===== src/hdl/sdmr_defs.vh =====
`ifndef SDMR_DEFS_VH
`define SDMR_DEFS_VH

// Register selects (bank address)
`define SDMR_SEL_MR0          3'h0
`define SDMR_SEL_MR1          3'h1
`define SDMR_SEL_MR2          3'h2
`define SDMR_SEL_MR3          3'h3
`define SDMR_REG_W            14
`define SDMR_REG_RST          14'h0000

// Register zero fields
`define SDMR_R0_BL_LO         0
`define SDMR_R0_BL_HI         1
`define SDMR_R0_CL_B0         2
`define SDMR_R0_BT            3
`define SDMR_R0_CL_LO         4
`define SDMR_R0_CL_HI         6
`define SDMR_R0_TM            7
`define SDMR_R0_DLLRST        8
`define SDMR_R0_WR_LO         9
`define SDMR_R0_WR_HI         11
`define SDMR_R0_PPD           12

// Burst length encodings
`define SDMR_BL_FIX8          2'h0
`define SDMR_BL_OTF           2'h1
`define SDMR_BL_FIX4          2'h2

// Register one fields
`define SDMR_R1_DLLDIS        0
`define SDMR_R1_DIC0          1
`define SDMR_R1_RTT0          2
`define SDMR_R1_AL_LO         3
`define SDMR_R1_AL_HI         4
`define SDMR_R1_DIC1          5
`define SDMR_R1_RTT1          6
`define SDMR_R1_WLVL          7
`define SDMR_R1_RTT2          9
`define SDMR_R1_TERMINATION_STROBE          11
`define SDMR_R1_QOFF          12

// Register two fields
`define SDMR_R2_CWL_LO        3
`define SDMR_R2_CWL_HI        5
`define SDMR_R2_RTW_LO        9
`define SDMR_R2_RTW_HI        10

// Register three fields
`define SDMR_R3_MPL_LO        0
`define SDMR_R3_MPL_HI        1
`define SDMR_R3_MPR           2

// Latency bases and chop-four pull-in, in clocks
`define SDMR_CL_BASE          5'h04
`define SDMR_CWL_BASE         5'h05
`define SDMR_CHOP_PULL        5'h02

`endif


===== src/hdl/sdmr_cmd_decode.v =====
`timescale 1ns/10ps
`include "sdmr_defs.vh"
// ---------------------------------------------------------------
// Mode register set command decoder
// ---------------------------------------------------------------
module sdmr_cmd_decode (
   // Command pins, already synchronised
   input  wire       cs_n,
   input  wire       ras_n,
   input  wire       cas_n,
   input  wire       we_n,
   input  wire [2:0] ba,
   // Decode result
   output wire       mrs,
   output wire [3:0] sel
);
   assign mrs    = ~cs_n & ~ras_n & ~cas_n & ~we_n;
   assign sel[0] = mrs & (ba == `SDMR_SEL_MR0);
   assign sel[1] = mrs & (ba == `SDMR_SEL_MR1);
   assign sel[2] = mrs & (ba == `SDMR_SEL_MR2);
   assign sel[3] = mrs & (ba == `SDMR_SEL_MR3);
endmodule // sdmr_cmd_decode


===== src/hdl/sdmr_mode_regs.v =====
`timescale 1ns/10ps
`include "sdmr_defs.vh"
// Overview of operation
// Fixed chop-four pulls internal write start, recovery and turnaround in two clocks.
// Per-command burst length keeps internal write start as an eight-beat write.
// Read CAS latency from A2,A4-A6; read latency is additive plus CAS.
// Controller keeps the test-mode bit zero; set means nothing is guaranteed.
// DLL reset bit clears itself after the DLL reset has been issued.
// Controller waits DLL lock time after reset before reads or synchronous termination.
// Controller holds clock enable high throughout the DLL lock interval.
// Recovery field A9-A11 sets auto-precharge delay with precharge time.
// A12 clear freezes DLL in precharge power-down; set keeps it running.
// Strobes low, bank zero high, banks one and two low select register one.
// Controller writes zero to every reserved bit on each set command; t_mr2_mr3 issues one with bank address 7, bank bit two high.
// Write leveling limits nominal termination unless output disable is set.
// Enabled DLL turns off at self-refresh entry and back on at exit.
// Controller disables termination and dynamic termination while the DLL is off.
// Output driver impedance comes from register one bits A1 and A5.
// Reads and writes after activate are held for additive latency internally.
// Register one A12 set disconnects all data and strobe drivers.
// Termination strobe enabled gives termination only and ignores data mask.
// Strobes low, bank one high, banks zero and two low select register two.
// Write CAS latency from A3-A5; write latency is additive plus write CAS.
// Dynamic write termination applies during writes, but not in write leveling.
// Banks zero and one high select register three; A1:A0 ignored when readout off.
// All strobes and bank bits low select register zero.
// Burst length from A0-A1 and burst ordering type from A3.
// Each set command replaces the whole addressed register, others untouched.
module sdmr_mode_regs (
   // Clock and reset
   input  wire        clk,
   input  wire        rst_n,
   // Command and address pins
   input  wire        cs_n,
   input  wire        ras_n,
   input  wire        cas_n,
   input  wire        we_n,
   input  wire [2:0]  ba,
   input  wire [13:0] addr,
   // Device state inputs
   input  wire        sref_active,
   input  wire        ppd_active,
   input  wire        wr_active,
   input  wire        odt_pin,
   // Burst and ordering
   output reg  [1:0]  burst_len_sel,
   output reg         burst_interleave,
   output reg         write_pull_in,
   output reg  [4:0]  write_pull_clocks,
   // Latencies, in clocks
   output reg  [4:0]  cas_latency,
   output reg  [4:0]  additive_latency,
   output reg  [4:0]  read_latency,
   output reg  [4:0]  cas_write_latency,
   output reg  [4:0]  write_latency,
   output reg  [4:0]  cmd_hold_clocks,
   output reg  [4:0]  ap_recovery_clocks,
   // DLL control
   output reg         dll_reset_pulse,
   output reg         dll_run,
   output reg         test_mode,
   // Output drive and termination
   output reg  [1:0]  drive_impedance,
   output reg         outputs_off,
   output reg         write_leveling,
   output reg  [2:0]  rtt_nom_sel,
   output reg  [2:0]  rtt_active_sel,
   output reg         termination_strobe,
   output reg         data_mask_enable,
   // Multipurpose readout
   output reg         multipurpose_readout,
   output reg  [1:0]  readout_location
);
   // ------------------------------------------------------------
   // Input synchronisers
   // ------------------------------------------------------------
   reg  [24:0] sync1_q;
   reg  [24:0] sync2_q;
   wire [24:0] pins = {cs_n, ras_n, cas_n, we_n, ba, addr,
                       sref_active, ppd_active, wr_active, odt_pin};

   always @(posedge clk or negedge rst_n) begin
      if (!rst_n) begin
         sync1_q <= 25'h1e00000;
         sync2_q <= 25'h1e00000;
      end else begin
         sync1_q <= pins;
         sync2_q <= sync1_q;
      end
   end

   wire        s_cs_n  = sync2_q[24];
   wire        s_ras_n = sync2_q[23];
   wire        s_cas_n = sync2_q[22];
   wire        s_we_n  = sync2_q[21];
   wire [2:0]  s_ba    = sync2_q[20:18];
   wire [13:0] s_addr  = sync2_q[17:4];
   wire        s_sref  = sync2_q[3];
   wire        s_ppd   = sync2_q[2];
   wire        s_wr    = sync2_q[1];
   wire        s_odt   = sync2_q[0];

   // ------------------------------------------------------------
   // Command decode
   // ------------------------------------------------------------
   wire       mrs;
   wire [3:0] sel;

   sdmr_cmd_decode u_dec (
      .cs_n  (s_cs_n),
      .ras_n (s_ras_n),
      .cas_n (s_cas_n),
      .we_n  (s_we_n),
      .ba    (s_ba),
      .mrs   (mrs),
      .sel   (sel)
   );

   // ------------------------------------------------------------
   // Mode registers
   // ------------------------------------------------------------
   // Contents are undefined until software loads them; zero here
   // only gives simulation a known start.
   reg [13:0] mr0_q;
   reg [13:0] mr1_q;
   reg [13:0] mr2_q;
   reg [13:0] mr3_q;
   reg        dll_rst_d;

   always @(posedge clk or negedge rst_n) begin
      if (!rst_n) begin
         mr0_q <= `SDMR_REG_RST;
         mr1_q <= `SDMR_REG_RST;
         mr2_q <= `SDMR_REG_RST;
         mr3_q <= `SDMR_REG_RST;
      end else begin
         if (sel[0])
            mr0_q <= s_addr;
         else if (mr0_q[`SDMR_R0_DLLRST])
            mr0_q[`SDMR_R0_DLLRST] <= 1'b0;
         if (sel[1])
            mr1_q <= s_addr;
         if (sel[2])
            mr2_q <= s_addr;
         if (sel[3])
            mr3_q <= s_addr;
      end
   end

   // DLL reset is issued the cycle after the bit is loaded
   always @* begin
      dll_rst_d = mr0_q[`SDMR_R0_DLLRST];
   end

   // ------------------------------------------------------------
   // Field decode helpers
   // ------------------------------------------------------------
   function [4:0] cl_dec;
      input [3:0] code;
      begin
         cl_dec = `SDMR_CL_BASE + {1'b0, code};
      end
   endfunction

   function [4:0] al_dec;
      input [1:0] code;
      input [4:0] cl;
      begin
         case (code)
            2'h1:    al_dec = cl - 5'h01;
            2'h2:    al_dec = cl - 5'h02;
            default: al_dec = 5'h00;
         endcase
      end
   endfunction

   function [4:0] wr_dec;
      input [2:0] code;
      begin
         case (code)
            3'h0:    wr_dec = 5'h10;
            3'h1:    wr_dec = 5'h05;
            3'h2:    wr_dec = 5'h06;
            3'h3:    wr_dec = 5'h07;
            3'h4:    wr_dec = 5'h08;
            3'h5:    wr_dec = 5'h0a;
            3'h6:    wr_dec = 5'h0c;
            default: wr_dec = 5'h0e;
         endcase
      end
   endfunction

   // ------------------------------------------------------------
   // Applied fields
   // ------------------------------------------------------------
   wire [1:0] bl_q   = mr0_q[`SDMR_R0_BL_HI:`SDMR_R0_BL_LO];
   wire [3:0] cl_cd  = {mr0_q[`SDMR_R0_CL_HI:`SDMR_R0_CL_LO],
                        mr0_q[`SDMR_R0_CL_B0]};
   wire [4:0] cl_v   = cl_dec(cl_cd);
   wire [4:0] al_v   = al_dec(mr1_q[`SDMR_R1_AL_HI:`SDMR_R1_AL_LO],
                              cl_v);
   wire [4:0] cwl_v  = `SDMR_CWL_BASE +
                       {2'h0, mr2_q[`SDMR_R2_CWL_HI:`SDMR_R2_CWL_LO]};
   wire       dll_en = ~mr1_q[`SDMR_R1_DLLDIS];
   wire       wlvl   = mr1_q[`SDMR_R1_WLVL];
   wire [2:0] rtt_n  = {mr1_q[`SDMR_R1_RTT2], mr1_q[`SDMR_R1_RTT1],
                        mr1_q[`SDMR_R1_RTT0]};
   wire [1:0] rtt_w  = mr2_q[`SDMR_R2_RTW_HI:`SDMR_R2_RTW_LO];
   wire       pull   = (bl_q == `SDMR_BL_FIX4);

   always @(posedge clk or negedge rst_n) begin
      if (!rst_n) begin
         burst_len_sel        <= 2'h0;
         burst_interleave     <= 1'b0;
         write_pull_in        <= 1'b0;
         write_pull_clocks    <= 5'h00;
         cas_latency          <= 5'h00;
         additive_latency     <= 5'h00;
         read_latency         <= 5'h00;
         cas_write_latency    <= 5'h00;
         write_latency        <= 5'h00;
         cmd_hold_clocks      <= 5'h00;
         ap_recovery_clocks   <= 5'h00;
         dll_reset_pulse      <= 1'b0;
         dll_run              <= 1'b0;
         test_mode            <= 1'b0;
         drive_impedance      <= 2'h0;
         outputs_off          <= 1'b0;
         write_leveling       <= 1'b0;
         rtt_nom_sel          <= 3'h0;
         rtt_active_sel       <= 3'h0;
         termination_strobe   <= 1'b0;
         data_mask_enable     <= 1'b1;
         multipurpose_readout <= 1'b0;
         readout_location     <= 2'h0;
      end else begin
         burst_len_sel     <= bl_q;
         burst_interleave  <= mr0_q[`SDMR_R0_BT];
         write_pull_in     <= pull;
         write_pull_clocks <= pull ? `SDMR_CHOP_PULL : 5'h00;
         cas_latency       <= cl_v;
         additive_latency  <= al_v;
         read_latency      <= al_v + cl_v;
         cas_write_latency <= cwl_v;
         write_latency     <= al_v + cwl_v;
         cmd_hold_clocks   <= al_v;
         ap_recovery_clocks <=
            wr_dec(mr0_q[`SDMR_R0_WR_HI:`SDMR_R0_WR_LO]);
         dll_reset_pulse   <= dll_rst_d;
         test_mode         <= mr0_q[`SDMR_R0_TM];
         // DLL stops in self-refresh, and in slow-exit power-down
         dll_run <= dll_en & ~s_sref
                    & ~(s_ppd & ~mr0_q[`SDMR_R0_PPD]);
         drive_impedance   <= {mr1_q[`SDMR_R1_DIC1],
                               mr1_q[`SDMR_R1_DIC0]};
         outputs_off       <= mr1_q[`SDMR_R1_QOFF];
         write_leveling    <= wlvl;
         rtt_nom_sel       <= rtt_n;
         // Termination: dynamic value during writes unless leveling
         if (!s_odt)
            rtt_active_sel <= 3'h0;
         else if (s_wr && !wlvl && rtt_w != 2'h0)
            rtt_active_sel <= {1'b1, rtt_w};
         else
            rtt_active_sel <= rtt_n;
         termination_strobe <= mr1_q[`SDMR_R1_TERMINATION_STROBE];
         data_mask_enable   <= ~mr1_q[`SDMR_R1_TERMINATION_STROBE];
         multipurpose_readout <= mr3_q[`SDMR_R3_MPR];
         readout_location <= mr3_q[`SDMR_R3_MPR] ?
            mr3_q[`SDMR_R3_MPL_HI:`SDMR_R3_MPL_LO] : 2'h0;
      end
   end
endmodule // sdmr_mode_regs


===== config.mk =====
export PLATFORM = sky130hd
export DESIGN_NAME = sdmr_mode_regs
export DESIGN_NICKNAME = d
export VERILOG_FILES = /design/src/hdl/sdmr_cmd_decode.v /design/src/hdl/sdmr_mode_regs.v
export VERILOG_INCLUDE_DIRS = /design/src /design/src/hdl
export SDC_FILE = /design/constraint.sdc
export NUM_CORES = 1
export LEC_CHECK = 0
export ABC_AREA = 1
export CAP_MARGIN = 20
export CORE_MARGIN = 5
export CORE_UTILIZATION = 50
export DETAILED_ROUTE_END_ITERATION = 6
export DONT_BUFFER_PORTS = 1
export PLACE_DENSITY = 0.76
export SYNTH_ARGS = -nofsm -noshare
export SYNTH_HDL_FRONTEND = slang
export SYNTH_SLANG_ARGS = --single-unit

===== constraint.sdc =====
create_clock -name clk -period 3.55 [get_ports clk]
set_input_delay 0 -clock clk [delete_from_list [all_inputs] [get_ports clk]]
set_output_delay 0 -clock clk [all_outputs]
set_load 0.1 [all_outputs]

======== Word-level counts from Yosys, hierarchy flattened ========
Index checks and enable logic that the tools add are counted.
word-level totals
  register bits ........................... 143
  bits of input ports ..................... 27
  output and inout port bits .............. 62
  logic and storage cells ................. 79
cells by class
  add/sub/neg operators ................... 6
  equal/unequal tests ..................... 12
  multiplexer cells ....................... 7
  bitwise gates (word level) .............. 19
  reduce and logical (&&, ||, !) cells .... 6
operators by type and width
  operator                                                               number
  5-bit one-hot mux with 7 select lines                                  1
  3-bit by 2-bit equality test with 1-bit output, second input constant  4
  1-bit bitwise AND                                                      10
  5-bit one-hot mux with 2 select lines                                  1
  3-bit equality test, second input constant                             3
  1-bit NOT                                                              9
  3-bit by 1-bit equality test with 1-bit output, second input constant  2
  3-bit zero test                                                        2
  3-bit 2-to-1 mux                                                       2
  3-bit by 4-bit adder with 5-bit output, first input constant           1
  5-bit by 4-bit adder with 5-bit output                                 1
  5-bit adder                                                            1
  5-bit by 1-bit subtractor with 5-bit output, second input constant     1
  5-bit by 2-bit subtractor with 5-bit output, second input constant     1
  3-bit by 3-bit adder with 4-bit output, first input constant           1
  2-bit equality test, second input constant                             2
  2-bit 2-to-1 mux                                                       2
  2-bit by 1-bit equality test with 1-bit output, second input constant  1
  1-bit logical AND                                                      2
  2-bit nonzero test                                                     1
  1-bit zero test                                                        1
  1-bit 2-to-1 mux                                                       1

======== Depth between registers and ports, before layout ========
Gate-level depths: netlist (run 1).
  depth in word-level cells ............... 6
  gate-level depth with buffers ........... 14
  gate-level depth less buffers ........... 14

======== Cells and area by module ========
A second synthesis (run 1) with hierarchy kept.
second synthesis, totals
  cells, all modules ...................... 336
  area total of the unflattened synthesis .. 4518.1 um^2
by module, submodules not included
  module           instances  cells an instance  area each (um^2)  sequential area each (um^2)
  sdmr_mode_regs   1          320                4454.3            3289.4
  sdmr_cmd_decode  1          16                 63.8              0.0

======== Worst setup path after synthesis (run 1) ========
No wires, ideal clock.
  path kind ............................... flip-flop to flip-flop
  start ................................... reg mr0_q[4]
  end ..................................... reg read_latency[4]
  library setup time ...................... 0.117 ns
  arrival time ............................ 1.959 ns
  data required time ...................... 3.433 ns
  path slack .............................. 1.474 ns
  stages on the path, launching flop included .. 12
  buffers on the path ..................... 0
  clock period less this slack ............ 2.076 ns
  cell sequence ........................... dfrtp_1 -> inv_1 -> ha_1 -> or2_2 -> a21oi_1 -> ha_1 -> nand2_1 -> inv_1 -> a21oi_1 -> inv_1 -> nand2_1 -> nand2_1
on the way
  longest elaborated chain between the ends .. 4
  elaborated cells between the ends (all ways) .. 5
  classes of those cells .................. add/sub: 4; mux: 1
ends and longest elaborated chain
  item                                                                                                        line                                        RTL
  from (decl)                                                                                                 sdmr_mode_regs.v:124                        reg [13:0] mr0_q;
  from (signal assigned)                                                                                      sdmr_mode_regs.v:132                        mr0_q <= `SDMR_REG_RST;
  from (signal assigned)                                                                                      sdmr_mode_regs.v:138                        mr0_q <= s_addr;
  3-bit by 4-bit adder with 5-bit output (no line) (*)                                                        -
  5-bit by 2-bit subtractor with 5-bit output or 5-bit by 1-bit subtractor with 5-bit output (tied branches)  sdmr_mode_regs.v:171, sdmr_mode_regs.v:170
  5-bit one-hot mux with 2 select lines (*)                                                                   sdmr_mode_regs.v:169                        case (code)
  net al_v[2]                                                                                                 sdmr_mode_regs.v:200                        wire [4:0] al_v = al_dec(mr1_q[`SDMR_R1_AL_HI:`SDMR_R1_AL_LO],
  5-bit adder (*)                                                                                             sdmr_mode_regs.v:243                        read_latency <= al_v + cl_v;
  to (signal assigned)                                                                                        sdmr_mode_regs.v:243
  to (decl)                                                                                                   sdmr_mode_regs.v:53                         output reg [4:0] read_latency,
The timed path passes the listed nets; every way through them passes the cells marked *.
A chain may end at the register's enable or synchronous reset.

======== Final worst setup path (run 1) ========
  start ................................... reg mr0_q[4]
  end ..................................... reg write_latency[4]
on the way
  longest elaborated chain between the ends .. 4
  elaborated cells between the ends (all ways) .. 5
  classes of those cells .................. add/sub: 4; mux: 1
ends and longest elaborated chain
  item                                                                                                        line                                        RTL
  3-bit by 4-bit adder with 5-bit output (no line) (*)                                                        -
  5-bit by 2-bit subtractor with 5-bit output or 5-bit by 1-bit subtractor with 5-bit output (tied branches)  sdmr_mode_regs.v:171, sdmr_mode_regs.v:170
  5-bit one-hot mux with 2 select lines (*)                                                                   sdmr_mode_regs.v:169
  net al_v[2]                                                                                                 sdmr_mode_regs.v:200
  5-bit by 4-bit adder with 5-bit output (*)                                                                  sdmr_mode_regs.v:245                        write_latency <= al_v + cwl_v;
  to (signal assigned)                                                                                        sdmr_mode_regs.v:245
  to (decl)                                                                                                   sdmr_mode_regs.v:55                         output reg [4:0] write_latency,
Marks and branches as above.

==> run metrics, run 1 <==
Post-synth EDFFs 0; CTS Buf Count 17; YS warnings 0; status finished, final reports clean; RSZ-0062 raised after global routing false; Placed Cells around 470; Congestion Overflow GR 0; share of cells above drive strength 1 between 10% and 20%; Post-CTS Resized 0; setup_tns 0 ns; Worst Tran Pin Value 0.946 ns; Worst-Skew Late Latency 0.51 ns; Final Hold Violating Endpoints 0; CP Capture Type flip-flop; slew margin rel. 37.1%; startpoint types flip-flop; max_cap viols 0; Tot GR Track Use between 10% and 20%; Finished Layout Cells 528; RePlAce Congestion about 0.76; startpoint of the lowest-slack hold path cs_n; final WL roughly 8000 µm; CTS root buffer clkbuf_8; clock transition at the registers of the reported paths approximately 0.06 ns; R2R Setup Slk roughly 1.1 ns; pins over their slew limit 0; critical path arrival 2.84 ns; Setup CP Type flip-flop to flip-flop; critical path fanouts, max 6; Crit Reg-Reg Endpoint write_latency[4]; core footprint roughly 9100 µm²; Worst R2R Path Depth 11; fmax 410 MHz; Hold Crit Class primary input to flip-flop; Layout area overhead 19.0%; Worst Hold End sync1_q[24]; dominant cell type by area after synthesis dfrtp_1; vias per std cell 4.90; Starting Density between 50% and 60%; number of global-route vias before repair about 2,700; Primary FF master, synth dfrtp_1; H-tree Lvls 4; Final Net Count about 450; top cell type's share of synthesized area between 60 and 70%; initial antenna violation count 0; Leak ~2.7 nW; Post-Route Skew between 0.007 and 0.008 ns; largest net degree at the start of global routing 132; maximum VDD drop between 500 and 600 µV; Final min period ~2.4 ns; final period utilization between 60% and 70%; antenna viol nets, final 0; Post-Syn Area 4620 µm²; final number of setup-violating endpoints 0; CP required 3.95 ns; WL/cell approximately 15 µm; chip width approximately 110 µm; synthesized instance count 372; ant diodes 0; full die area between 10,000 and 15,000 µm²; Die Ht 106 µm; Setup Fix Bufs, Post-CTS 0; drt pass-1 iters 4; Fin Hold WS around 0.026 ns; port bufs 0; ys async rst share 100%; io pins slightly below 90; power per cell area roughly 790 nW/µm²; DRC 0; routed vias 2,588; flops & latches, synth between 100 and 150; CTS Sinks 131; synthesized area per cell 12.4 µm²; first-pass GRT wire length roughly 13,000 µm; dpl hpwl approximately 5000 µm; Clock Path Buffers 2; synth top area cells dfrtp_1 66%, nand2_1 6.9%, dfstp_2 5.1%; CTS tree built; r2r startpoint mr0_q[4]; total power 4.34 mW; Starting DRT DRC Count 71; row count 35; sequential fraction of the synthesis area a little under three quarters; hold-critical path depth 1; Synth cell types 30
==> worst max-delay path, cell delays in order, from the launching register on <==
cell and delay, ns:
dfrtp_1 0.47, inv_1 0.15, ha_1 0.29, or2_2 0.29
a21oi_1 0.29, ha_1 0.34, nand2_1 0.08, inv_1 0.04
a21oi_1 0.19, nand2_1 0.09, inv_1 0.06, nor2_1 0.03
==> what timing repair did <==
action / CTS / global route
hold buffers: 27 / 0
endpoints found under the setup margin: 0 / 0
hold endpoints to repair: 155 / 0
==> final cells by class <==
type | count | area [µm²]
well taps | 111 | 139
fillers | 693 | 3610
inverters | 40 | 155
clock buffers | 20 | 445
repair buffers | 27 | 288
flip-flops and latches | 131 | 3300
clock inverters | 12 | 131
multi-input cells | 187 | 1040
==> power by group <==
part / switching, mW / internal, mW / leakage (nW) / total, mW
Sequential: 0.772 / 1.64 / 1.63 / 2.41
Clock: 0.623 / 1.03 / 0.273 / 1.66
Combinational: 0.173 / 0.0991 / 0.842 / 0.273
Total: 1.57 / 2.78 / 2.74 / 4.34
==> through the flow <==
step	cell area (µm²)	utilization, %	worst slack [ns]
2_1_floorplan	4630	-	1.47
3_3_place_gp	4630	50.8	1.23
3_5_place_dp	4630	50.8	1.18
4_1_cts	5500	60.3	1.10
5_1_grt	5500	60.3	0.964
6_report	5500	60.3	1.11
==> worst max path at each step <==
stage | from | end | slack, ns
floorplan | mr0_q[4] | read_latency[4] | 1.47
detailed placement | mr0_q[4] | read_latency[4] | 1.18
global placement | mr0_q[4] | write_latency[4] | 1.23
finish | mr0_q[4] | write_latency[4] | 1.11
CTS | mr0_q[4] | write_latency[4] | 1.10
global route | mr0_q[4] | read_latency[4] | 0.96
==> metal layers <==
metal / global-route usage [%] / part of all wire (%) / vias up
met1: 18.5 / 41 / 1283
met3: 5.59 / 5.9 / 12
met2: 25.4 / 52 / 77
li1: - / - / 1216
met4: 7.68 / 1.6 / 0
met5: 0 / 0 / -
==> placed cells by master (no fill, tap or decap) <==
cell	n
or2_2	1
nand3_1	26
ha_1	15
xnor2_1	1
clkbuf_16	16
bufinv_16	2
dfrtp_1	116
dfstp_2	9
nor2_1	8
nand3_2	2
o21ai_1	2
nand2_2	2
a21oi_1	12
a21o_1	1
o21ai_2	5
o21ai_0	10
a211oi_1	1
nor2_4	1
o22ai_1	1
dfrtp_2	6
nor2_2	1
fa_1	2
inv_6	2
conb_1	5
xor2_1	3
clkinv_2	3
clkinvlp_4	4
clkbuf_1	1
clkinv_4	2
nor3_4	2
dlygate4sd3_1	26
nor3_1	1
inv_1	36
clkbuf_8	3
buf_16	1
nand2_1	85
inv_2	3
==> flip-flops by register name, indices dropped and copies added (netlist names), 2 cells and up <==
register and flops:
ap_recovery_clocks 5, burst_len_sel 2, cas_latency 5, cas_write_latency 4, cmd_hold_clocks 5, drive_impedance 2
mr0_q 13, mr1_q 11, mr2_q 5, mr3_q 3, read_latency 5, readout_location 2
rtt_active_sel 3, rtt_nom_sel 3, sync1_q 24, sync2_q 24, write_latency 5
==> synth_stat cells, types with 2 or more instances <==
library cell,number
dfrtp_1,122
nand3_1,26
a21oi_1,12
buf_4,12
dfstp_2,9
nor2_1,8
fa_1,2
inv_2,3
nor3_4,2
o21ai_1,2
nand2_2,2
nand3_2,2
buf_6,5
o21ai_2,5
o21ai_0,10
ha_1,15
nand2_1,85
inv_1,36
xor2_1,3
==> cell families (layout without fill, tap and decap cells) <==
logic type,count (synthesis),after routing,share of synthesized area [%]
compound gates,32,32,4.01
flops,131,131,71.2
simple gates,129,129,12.4
other cells,1,5,0.0812
xor+xnor,4,4,0.759
buf+inv,58,99,6.61
fa+ha+maj,17,17,4.93
Power figures use the tool's default switching activity.
==> run 2: changes to the inputs <==
--- a/config.mk
+++ b/config.mk
@@ -6,13 +6,13 @@
 export SDC_FILE = /design/constraint.sdc
 export NUM_CORES = 1
 export LEC_CHECK = 0
-export ABC_AREA = 1
+export ABC_AREA = 0
 export CAP_MARGIN = 20
 export CORE_MARGIN = 5
 export CORE_UTILIZATION = 50
 export DETAILED_ROUTE_END_ITERATION = 6
 export DONT_BUFFER_PORTS = 1
-export PLACE_DENSITY = 0.76
+export PLACE_DENSITY = 0.79
 export SYNTH_ARGS = -nofsm -noshare
 export SYNTH_HDL_FRONTEND = slang
 export SYNTH_SLANG_ARGS = --single-unit
==> constraint.sdc (replaced) <==
create_clock -name clk -period 2.16 [get_ports clk]
set_input_delay 0 -clock clk [delete_from_list [all_inputs] [get_ports clk]]
set_output_delay 0 -clock clk [all_outputs]
set_load 0.1 [all_outputs]
==> run 2 against run 1 <==
The run now ends with negative hold slack left. Worst setup slack got worse by 1.0 ns. Global-route usage shrank 1.5 points. Sequential power increased by 67%. Critical path depth shrank 2. Critical path type unchanged. Critical endpoint unchanged.
==> run metrics, run 2 <==
commonest non-fill, non-tap cells in the layout 116 x dfrtp_1, 24 x dlygate4sd3_1, 19 x mux2_4 (was 116 x dfrtp_1, 85 x nand2_1, 36 x inv_1); Worst Tran Pin Value 0.943 ns (was 0.946 ns); Post-synth EDFFs 0 (unchanged); power per cell area 1290 nW/µm² (was 791 nW/µm²); Hold Crit Class primary input to asynchronous set/reset pin (was primary input to flip-flop); dpl hpwl 4460 µm (was 5030 µm); Synth cell types 34 (was 30); core footprint 8760 µm² (was 9110 µm²); synthesized instance count 267 (was 372); antenna viol nets, final 0 (unchanged); Clock Power Share 35.8% (was 38.2%); Starting Density 51.4% (was 50.7%); Final Hold Violating Endpoints 131 (was 0); flip-flop and latch area 3300 µm² (unchanged); Reg power frac 57.4% (was 55.6%); pins over their slew limit 0 (unchanged); Layout area overhead 20.9% (was 19.0%); area taken by multi-input logic gates 1110 µm² (was 1040 µm²); Largest regs sync1_q (24), sync2_q (24), mr0_q (13) (unchanged); switching power 2.55 mW (was 1.57 mW); io pins 89 (unchanged); Setup CP Type flip-flop to flip-flop (unchanged); status finished, violations left (was finished, final reports clean); Final min period 2.10 ns (was 2.44 ns); internal cell power 4.46 mW (was 2.78 mW); Post-synth top cells 122 x dfrtp_1, 19 x mux2_4, 15 x ha_1 (was 122 x dfrtp_1, 85 x nand2_1, 36 x inv_1); CTS Buf Count 17 (unchanged); routed vias 2,147 (was 2,588); top-count cell post-synth dfrtp_1 (unchanged); ant diodes 0 (unchanged); CTS root buffer clkbuf_8 (unchanged); ys async rst share 100% (unchanged); Final Cell Area 5440 µm² (was 5500 µm²); port bufs 0 (unchanged); WL/cell 16.9 µm (was 15.1 µm); Tot GR Track Use 14.2% (was 15.7%); chip width 105 µm (was 106 µm); max_cap viols 0 (unchanged); post-layout util 62.1% (was 60.3%); number of global-route vias before repair 2,401 (was 2,686); synth top area cells dfrtp_1 68%, mux2_4 6.3%, dfstp_2 5.3% (was dfrtp_1 66%, nand2_1 6.9%, dfstp_2 5.1%); RePlAce Congestion 0.801 (was 0.764); Leak 2.65 nW (was 2.74 nW); clock transition at the registers of the reported paths 0.06 ns (about the same); Max stage delay on crit path 0.38 ns (was 0.47 ns); critical-path cell list inv_1 -> ha_1 -> and2_1 -> a21o_1 -> ha_1 -> fa_2 -> a21o_1 -> a21oi_2 -> xnor2_1 (was inv_1 -> ha_1 -> or2_2 -> a21oi_1 -> ha_1 -> nand2_1 -> inv_1 -> a21oi_1 -> nand2_1 -> inv_1 -> nor2_1); Die Ht 105 µm (was 106 µm); H-tree Lvls 4 (unchanged); critical path fanouts, max 3 (was 6); startpoint types flip-flop (unchanged); YS warnings 0 (unchanged); Post-Route Skew 0.0106 ns (was 0.00747 ns); commonest non-fill, non-tap cell in the layout dfrtp_1 (unchanged); Post-Syn Area 4500 µm² (was 4620 µm²); Final Net Count 353 (was 448); synthesized area per cell 16.9 µm² (was 12.4 µm²); CP Capture Type flip-flop (unchanged); slew margin rel. 37.3% (was 37.1%); fmax 476 MHz (was 410 MHz); Worst Path Buf+Inv 1 (was 3); top cell type's share of synthesized area 67.8% (was 66.1%); maximum VDD drop 605 µV (was 559 µV); Congestion Overflow GR 0 (unchanged); Fin Hold WS -0.806 ns (was 0.0257 ns); filler instances 621 (was 693); final period utilization 97.2% (was 68.8%); final number of setup-violating endpoints 0 (unchanged); CTS Sinks 131 (unchanged); dominant cell type by area after synthesis dfrtp_1 (unchanged); total power 7.01 mW (was 4.34 mW); hold_buf cts 24 (was 27); flops & latches, synth 131 (unchanged); first-pass GRT wire length 12,200 µm (was 13,300 µm); violated checks negative hold slack; Clock Path Buffers 2 (unchanged); vias per std cell 4.99 (was 4.90); Post-Place Cell Area 4620 µm² (was 4630 µm²); initial antenna violation count 0 (unchanged); largest net degree at the start of global routing 132 (unchanged); share of cells above drive strength 1 30.7% (was 15.6%); critical path arrival 2.52 ns (was 2.84 ns); full die area 11,000 µm² (was 11,300 µm²); sequential fraction of the synthesis area 73.0% (was 71.2%); Starting DRT DRC Count 72 (was 71); row count 34 (was 35); top cell family by delay on the critical path adder cells (unchanged); DRC 0 (unchanged); switching share of power 36.4% (was 36.1%); CTS tree built (unchanged); CP required 2.58 ns (was 3.95 ns); drt pass-1 iters 4 (unchanged); Primary FF master, synth dfrtp_1 (unchanged); final WL 7290 µm (was 7950 µm); Logic pwr share 6.8% (was 6.3%); Max stage delay cell, worst path dfrtp_1 (unchanged); Worst-Skew Late Latency 0.50 ns (was 0.51 ns)
[run 2: metrics by stage]
| stage | setup slack, ns | setup TNS (ns) | hold slack, ns | std cells |
|---|---|---|---|---|
| 6_report | 0.0594 | 0 | -0.806 | 430 |
| 5_1_grt | -0.0412 | -0.0433 | -0.835 | 430 |
| 4_1_cts | 0.0237 | 0 | -0.830 | 428 |
| 3_5_place_dp | 0.0195 | 0 | -0.293 | 372 |
| 3_3_place_gp | 0.0716 | 0 | -0.293 | 372 |
| 2_1_floorplan | 0.0464 | 0 | -0.296 | 271 |
[run 2: metal layers]
layer	wire, µm	track usage, %	up-vias
met3	448	5.12	8
met1	2920	17.0	1104
met4	80	5.66	0
met5	0	0	-
li1	-	-	958
met2	3830	23.5	77
[run 2: repair_timing]
action / CTS / global route
setup endpoints to repair: 2 / 4
buffers inserted: 0 / 2
resized for setup: 2 / 7
endpoints found under the hold margin: 155 / 131
pin swaps: 0 / 1
[run 2: final cells by class]
type,instances,share of cell area (%)
Clock buffer,21,8.43
Clock inverter,11,1.47
Inverter,10,0.689
Multi-Input combinational cell,116,20.5
Sequential cell,131,60.6
Tap cell,108,2.48
Timing Repair Buffer,33,5.88
[run 2: power by group through the flow]
stage          combinational [mW]  sequential (mW)  clock, mW
5_1_grt                     0.522             4.06       2.70
3_3_place_gp                0.384             4.07          0
4_1_cts                     0.451             4.03       2.57
3_5_place_dp                0.404             4.08          0
6_report                    0.473             4.02       2.51
2_1_floorplan               0.415             3.96          0
[run 2: worst paths after layout]
kind,start,endpoint,slack [ns],cells past startpoint
setup / recovery,mr1_q[3],write_latency[4],0.06,9
hold / removal,rst_n,dll_reset_pulse,-0.81,0
setup reg to reg,mr1_q[3],write_latency[4],0.06,9
hold reg to reg,sync1_q[0],sync2_q[0],0.35,0
max in group asynchronous,rst_n,data_mask_enable,2.71,0
min in group clk,cas_n,sync1_q[22],0.04,1
[run 2: kinds of logic after synthesis]
logic type / share of synthesized area, %
AO/OA/AOI/OAI: 2.92
XOR/XNOR: 1.56
adder cells (fa/ha/maj): 5.06
buffers and inverters: 3.25
flip-flops: 73.0
multiplexers: 9.59
other: 0.0833
AND/OR/NAND/NOR: 4.50
==> run 3: changes to the inputs <==
--- a/config.mk
+++ b/config.mk
@@ -8,10 +8,10 @@
 export LEC_CHECK = 0
 export ABC_AREA = 0
 export CAP_MARGIN = 20
-export CORE_MARGIN = 5
 export CORE_UTILIZATION = 50
 export DETAILED_ROUTE_END_ITERATION = 6
 export DONT_BUFFER_PORTS = 1
+export GPL_ROUTABILITY_DRIVEN = 1
 export PLACE_DENSITY = 0.79
 export SYNTH_ARGS = -nofsm -noshare
 export SYNTH_HDL_FRONTEND = slang
==> run 3 against run 2 <==
The flow still finishes with violations (negative hold slack). First-iteration DRC count rose by 24%. Sequential share of layout area grew 0.22 points. Design area shrank 0.37%. Sequential power is essentially flat. Power barely moved. Largest cell class unchanged.
==> run metrics, run 3 (synthesized netlist as in run 2, its figures left out) <==
CP required 2.58 ns (about the same); Final min period 2.11 ns (was 2.10 ns); Starting Density 51.6% (was 51.4%); Setup CP Type flip-flop to flip-flop (unchanged); hold_buf cts 24 (unchanged); H-tree Lvls 4 (unchanged); first-pass GRT wire length 11,500 µm (was 12,200 µm); Fin Hold WS -0.809 ns (was -0.806 ns); chip width 96.9 µm (was 105 µm); final WL 6920 µm (was 7290 µm); critical-path cell list inv_1 -> ha_2 -> and2_1 -> a21o_1 -> ha_2 -> fa_2 -> a21o_1 -> a21oi_2 -> xnor2_1 (was inv_1 -> ha_1 -> and2_1 -> a21o_1 -> ha_1 -> fa_2 -> a21o_1 -> a21oi_2 -> xnor2_1); Post-Place Cell Area 4600 µm² (was 4620 µm²); max_cap viols 0 (unchanged); Worst Tran Pin Value 0.936 ns (was 0.943 ns); CP Capture Type flip-flop (unchanged); Congestion Overflow GR 0 (unchanged); critical path arrival 2.53 ns (was 2.52 ns); antenna viol nets, final 0 (unchanged); Final Net Count 353 (unchanged); port bufs 0 (unchanged); dpl hpwl 4210 µm (was 4460 µm); Logic pwr share 6.7% (was 6.8%); final period utilization 97.7% (was 97.2%); fmax 474 MHz (was 476 MHz); core footprint 8720 µm² (was 8760 µm²); internal cell power 4.46 mW (about the same); Reg power frac 57.4% (about the same); Post-Route Skew 0.0128 ns (was 0.0106 ns); Die Ht 96.9 µm (was 105 µm); CTS Sinks 131 (unchanged); power per cell area 1290 nW/µm² (about the same); pins over their slew limit 0 (unchanged); RSZ-0062 raised after global routing true; Clock Power Share 35.9% (was 35.8%); Max stage delay on crit path 0.37 ns (was 0.38 ns); CTS tree built (unchanged); Largest regs sync1_q (24), sync2_q (24), mr0_q (13) (unchanged); ant diodes 0 (unchanged); startpoint types flip-flop (unchanged); routed vias 2,122 (was 2,147); commonest non-fill, non-tap cells in the layout 116 x dfrtp_1, 24 x dlygate4sd3_1, 19 x mux2_4 (unchanged); critical path fanouts, max 3 (unchanged); maximum VDD drop 717 µV (was 605 µV); io pins 89 (unchanged); Finished Layout Cells 430 (unchanged); setup_tns 0 ns (unchanged); switching share of power 36.4% (about the same); Placed Cells 372 (unchanged); filler instances 633 (was 621); switching power 2.55 mW (about the same); share of cells above drive strength 1 31.1% (was 30.7%); Hold Crit Class primary input to asynchronous set/reset pin (unchanged); DRC 0 (unchanged); status finished, violations left (unchanged); full die area 9390 µm² (was 11,000 µm²); largest net degree at the start of global routing 132 (unchanged); Leak 2.65 nW (about the same); number of global-route vias before repair 2,214 (was 2,401); CTS Buf Count 17 (unchanged); Max stage delay cell, worst path dfrtp_1 (unchanged); row count 34 (unchanged); violated checks negative hold slack (unchanged); WL/cell 16.1 µm (was 16.9 µm); final number of setup-violating endpoints 0 (unchanged); Final Hold Violating Endpoints 131 (unchanged); clock transition at the registers of the reported paths 0.06 ns (about the same); CTS root buffer clkbuf_8 (unchanged); Starting DRT DRC Count 89 (was 72); Tot GR Track Use 16.3% (was 14.2%); Clock Path Buffers 2 (unchanged); Final Cell Area 5420 µm² (was 5440 µm²); vias per std cell 4.93 (was 4.99); initial antenna violation count 0 (unchanged); Layout area overhead 20.5% (was 20.9%); slew margin rel. 37.8% (was 37.3%); RePlAce Congestion 0.766 (was 0.801); drt pass-1 iters 4 (unchanged); Worst-Skew Late Latency 0.50 ns (about the same); commonest non-fill, non-tap cell in the layout dfrtp_1 (unchanged)
-- run 3: changes by cell type in the layout (fill, tap and decap cells not counted), sizes merged --
| cell | delta |
|---|---|
| inv | +3 |
| clkinv | -1 |
| clkinvlp | -2 |
-- run 3: layer usage --
metal	global-route usage [%]	share of wire [%]	routed length (µm)
met5	0	0	0
met4	7.00	0.61	42
met3	5.92	4.7	323
met2	26.8	54	3740
met1	19.4	41	2820
-- run 3: area by class of cell --
cell class	count	area, µm²	area share (%)
Sequential cell	131	3300	60.8
Inverter	10	37.5	0.692
Multi-Input combinational cell	116	1110	20.5
Clock inverter	11	75.1	1.38
Clock buffer	21	459	8.47
Timing Repair Buffer	33	308	5.67
Tap cell	108	135	2.49
-- run 3: what timing repair did --
action	CTS	global route
pin swaps	0	2
setup endpoints to repair	1	4
resized for setup	3	6
endpoints found under the hold margin	155	131
buffers inserted	0	2
-- run 3: power groups by stage --
stage	combinational, mW	clock, mW	sequential (mW)
detailed placement	0.407	0	4.07
CTS	0.450	2.58	4.03
global placement	0.389	0	4.06
global route	0.516	2.69	4.05
floorplan	0.415	0	3.96
finish	0.470	2.52	4.02
-- run 3: through the flow --
step           worst slack [ns]  total power [mW]  hold slack (ns)  utilization, %
6_report                 0.0493              7.01           -0.809            62.2
5_1_grt                 -0.0385              7.26           -0.839            62.2
4_1_cts                 0.00198              7.06           -0.834            61.8
3_5_place_dp            -0.0800              4.48           -0.293            52.8
3_3_place_gp             0.0583              4.45           -0.293            52.8
2_1_floorplan            0.0464              4.37           -0.296               -
-- run 3: worst max-delay path, delay by kind of cell (launching register included) --
family / cells / cell delay, ns
adder cells (fa/ha/maj): 3 / 0.76
flip-flops: 1 / 0.37
buffers and inverters: 1 / 0.06
AND/OR/NAND/NOR: 1 / 0.17
XOR/XNOR: 1 / 0.14
AO/OA/AOI/OAI: 3 / 0.52
-- run 3: worst paths after layout --
| path | from | end | slack, ns | depth (start not counted) |
|---|---|---|---|---|
| hold reg to reg | sync1_q[8] | sync2_q[8] | 0.35 | 0 |
| min in group clk | cas_n | sync1_q[22] | 0.04 | 1 |
| setup / recovery | mr1_q[3] | write_latency[4] | 0.05 | 9 |
| setup reg to reg | mr1_q[3] | write_latency[4] | 0.05 | 9 |
| max in group asynchronous | rst_n | sync1_q[23] | 2.70 | 0 |
| hold / removal | rst_n | cmd_hold_clocks[4] | -0.81 | 0 |
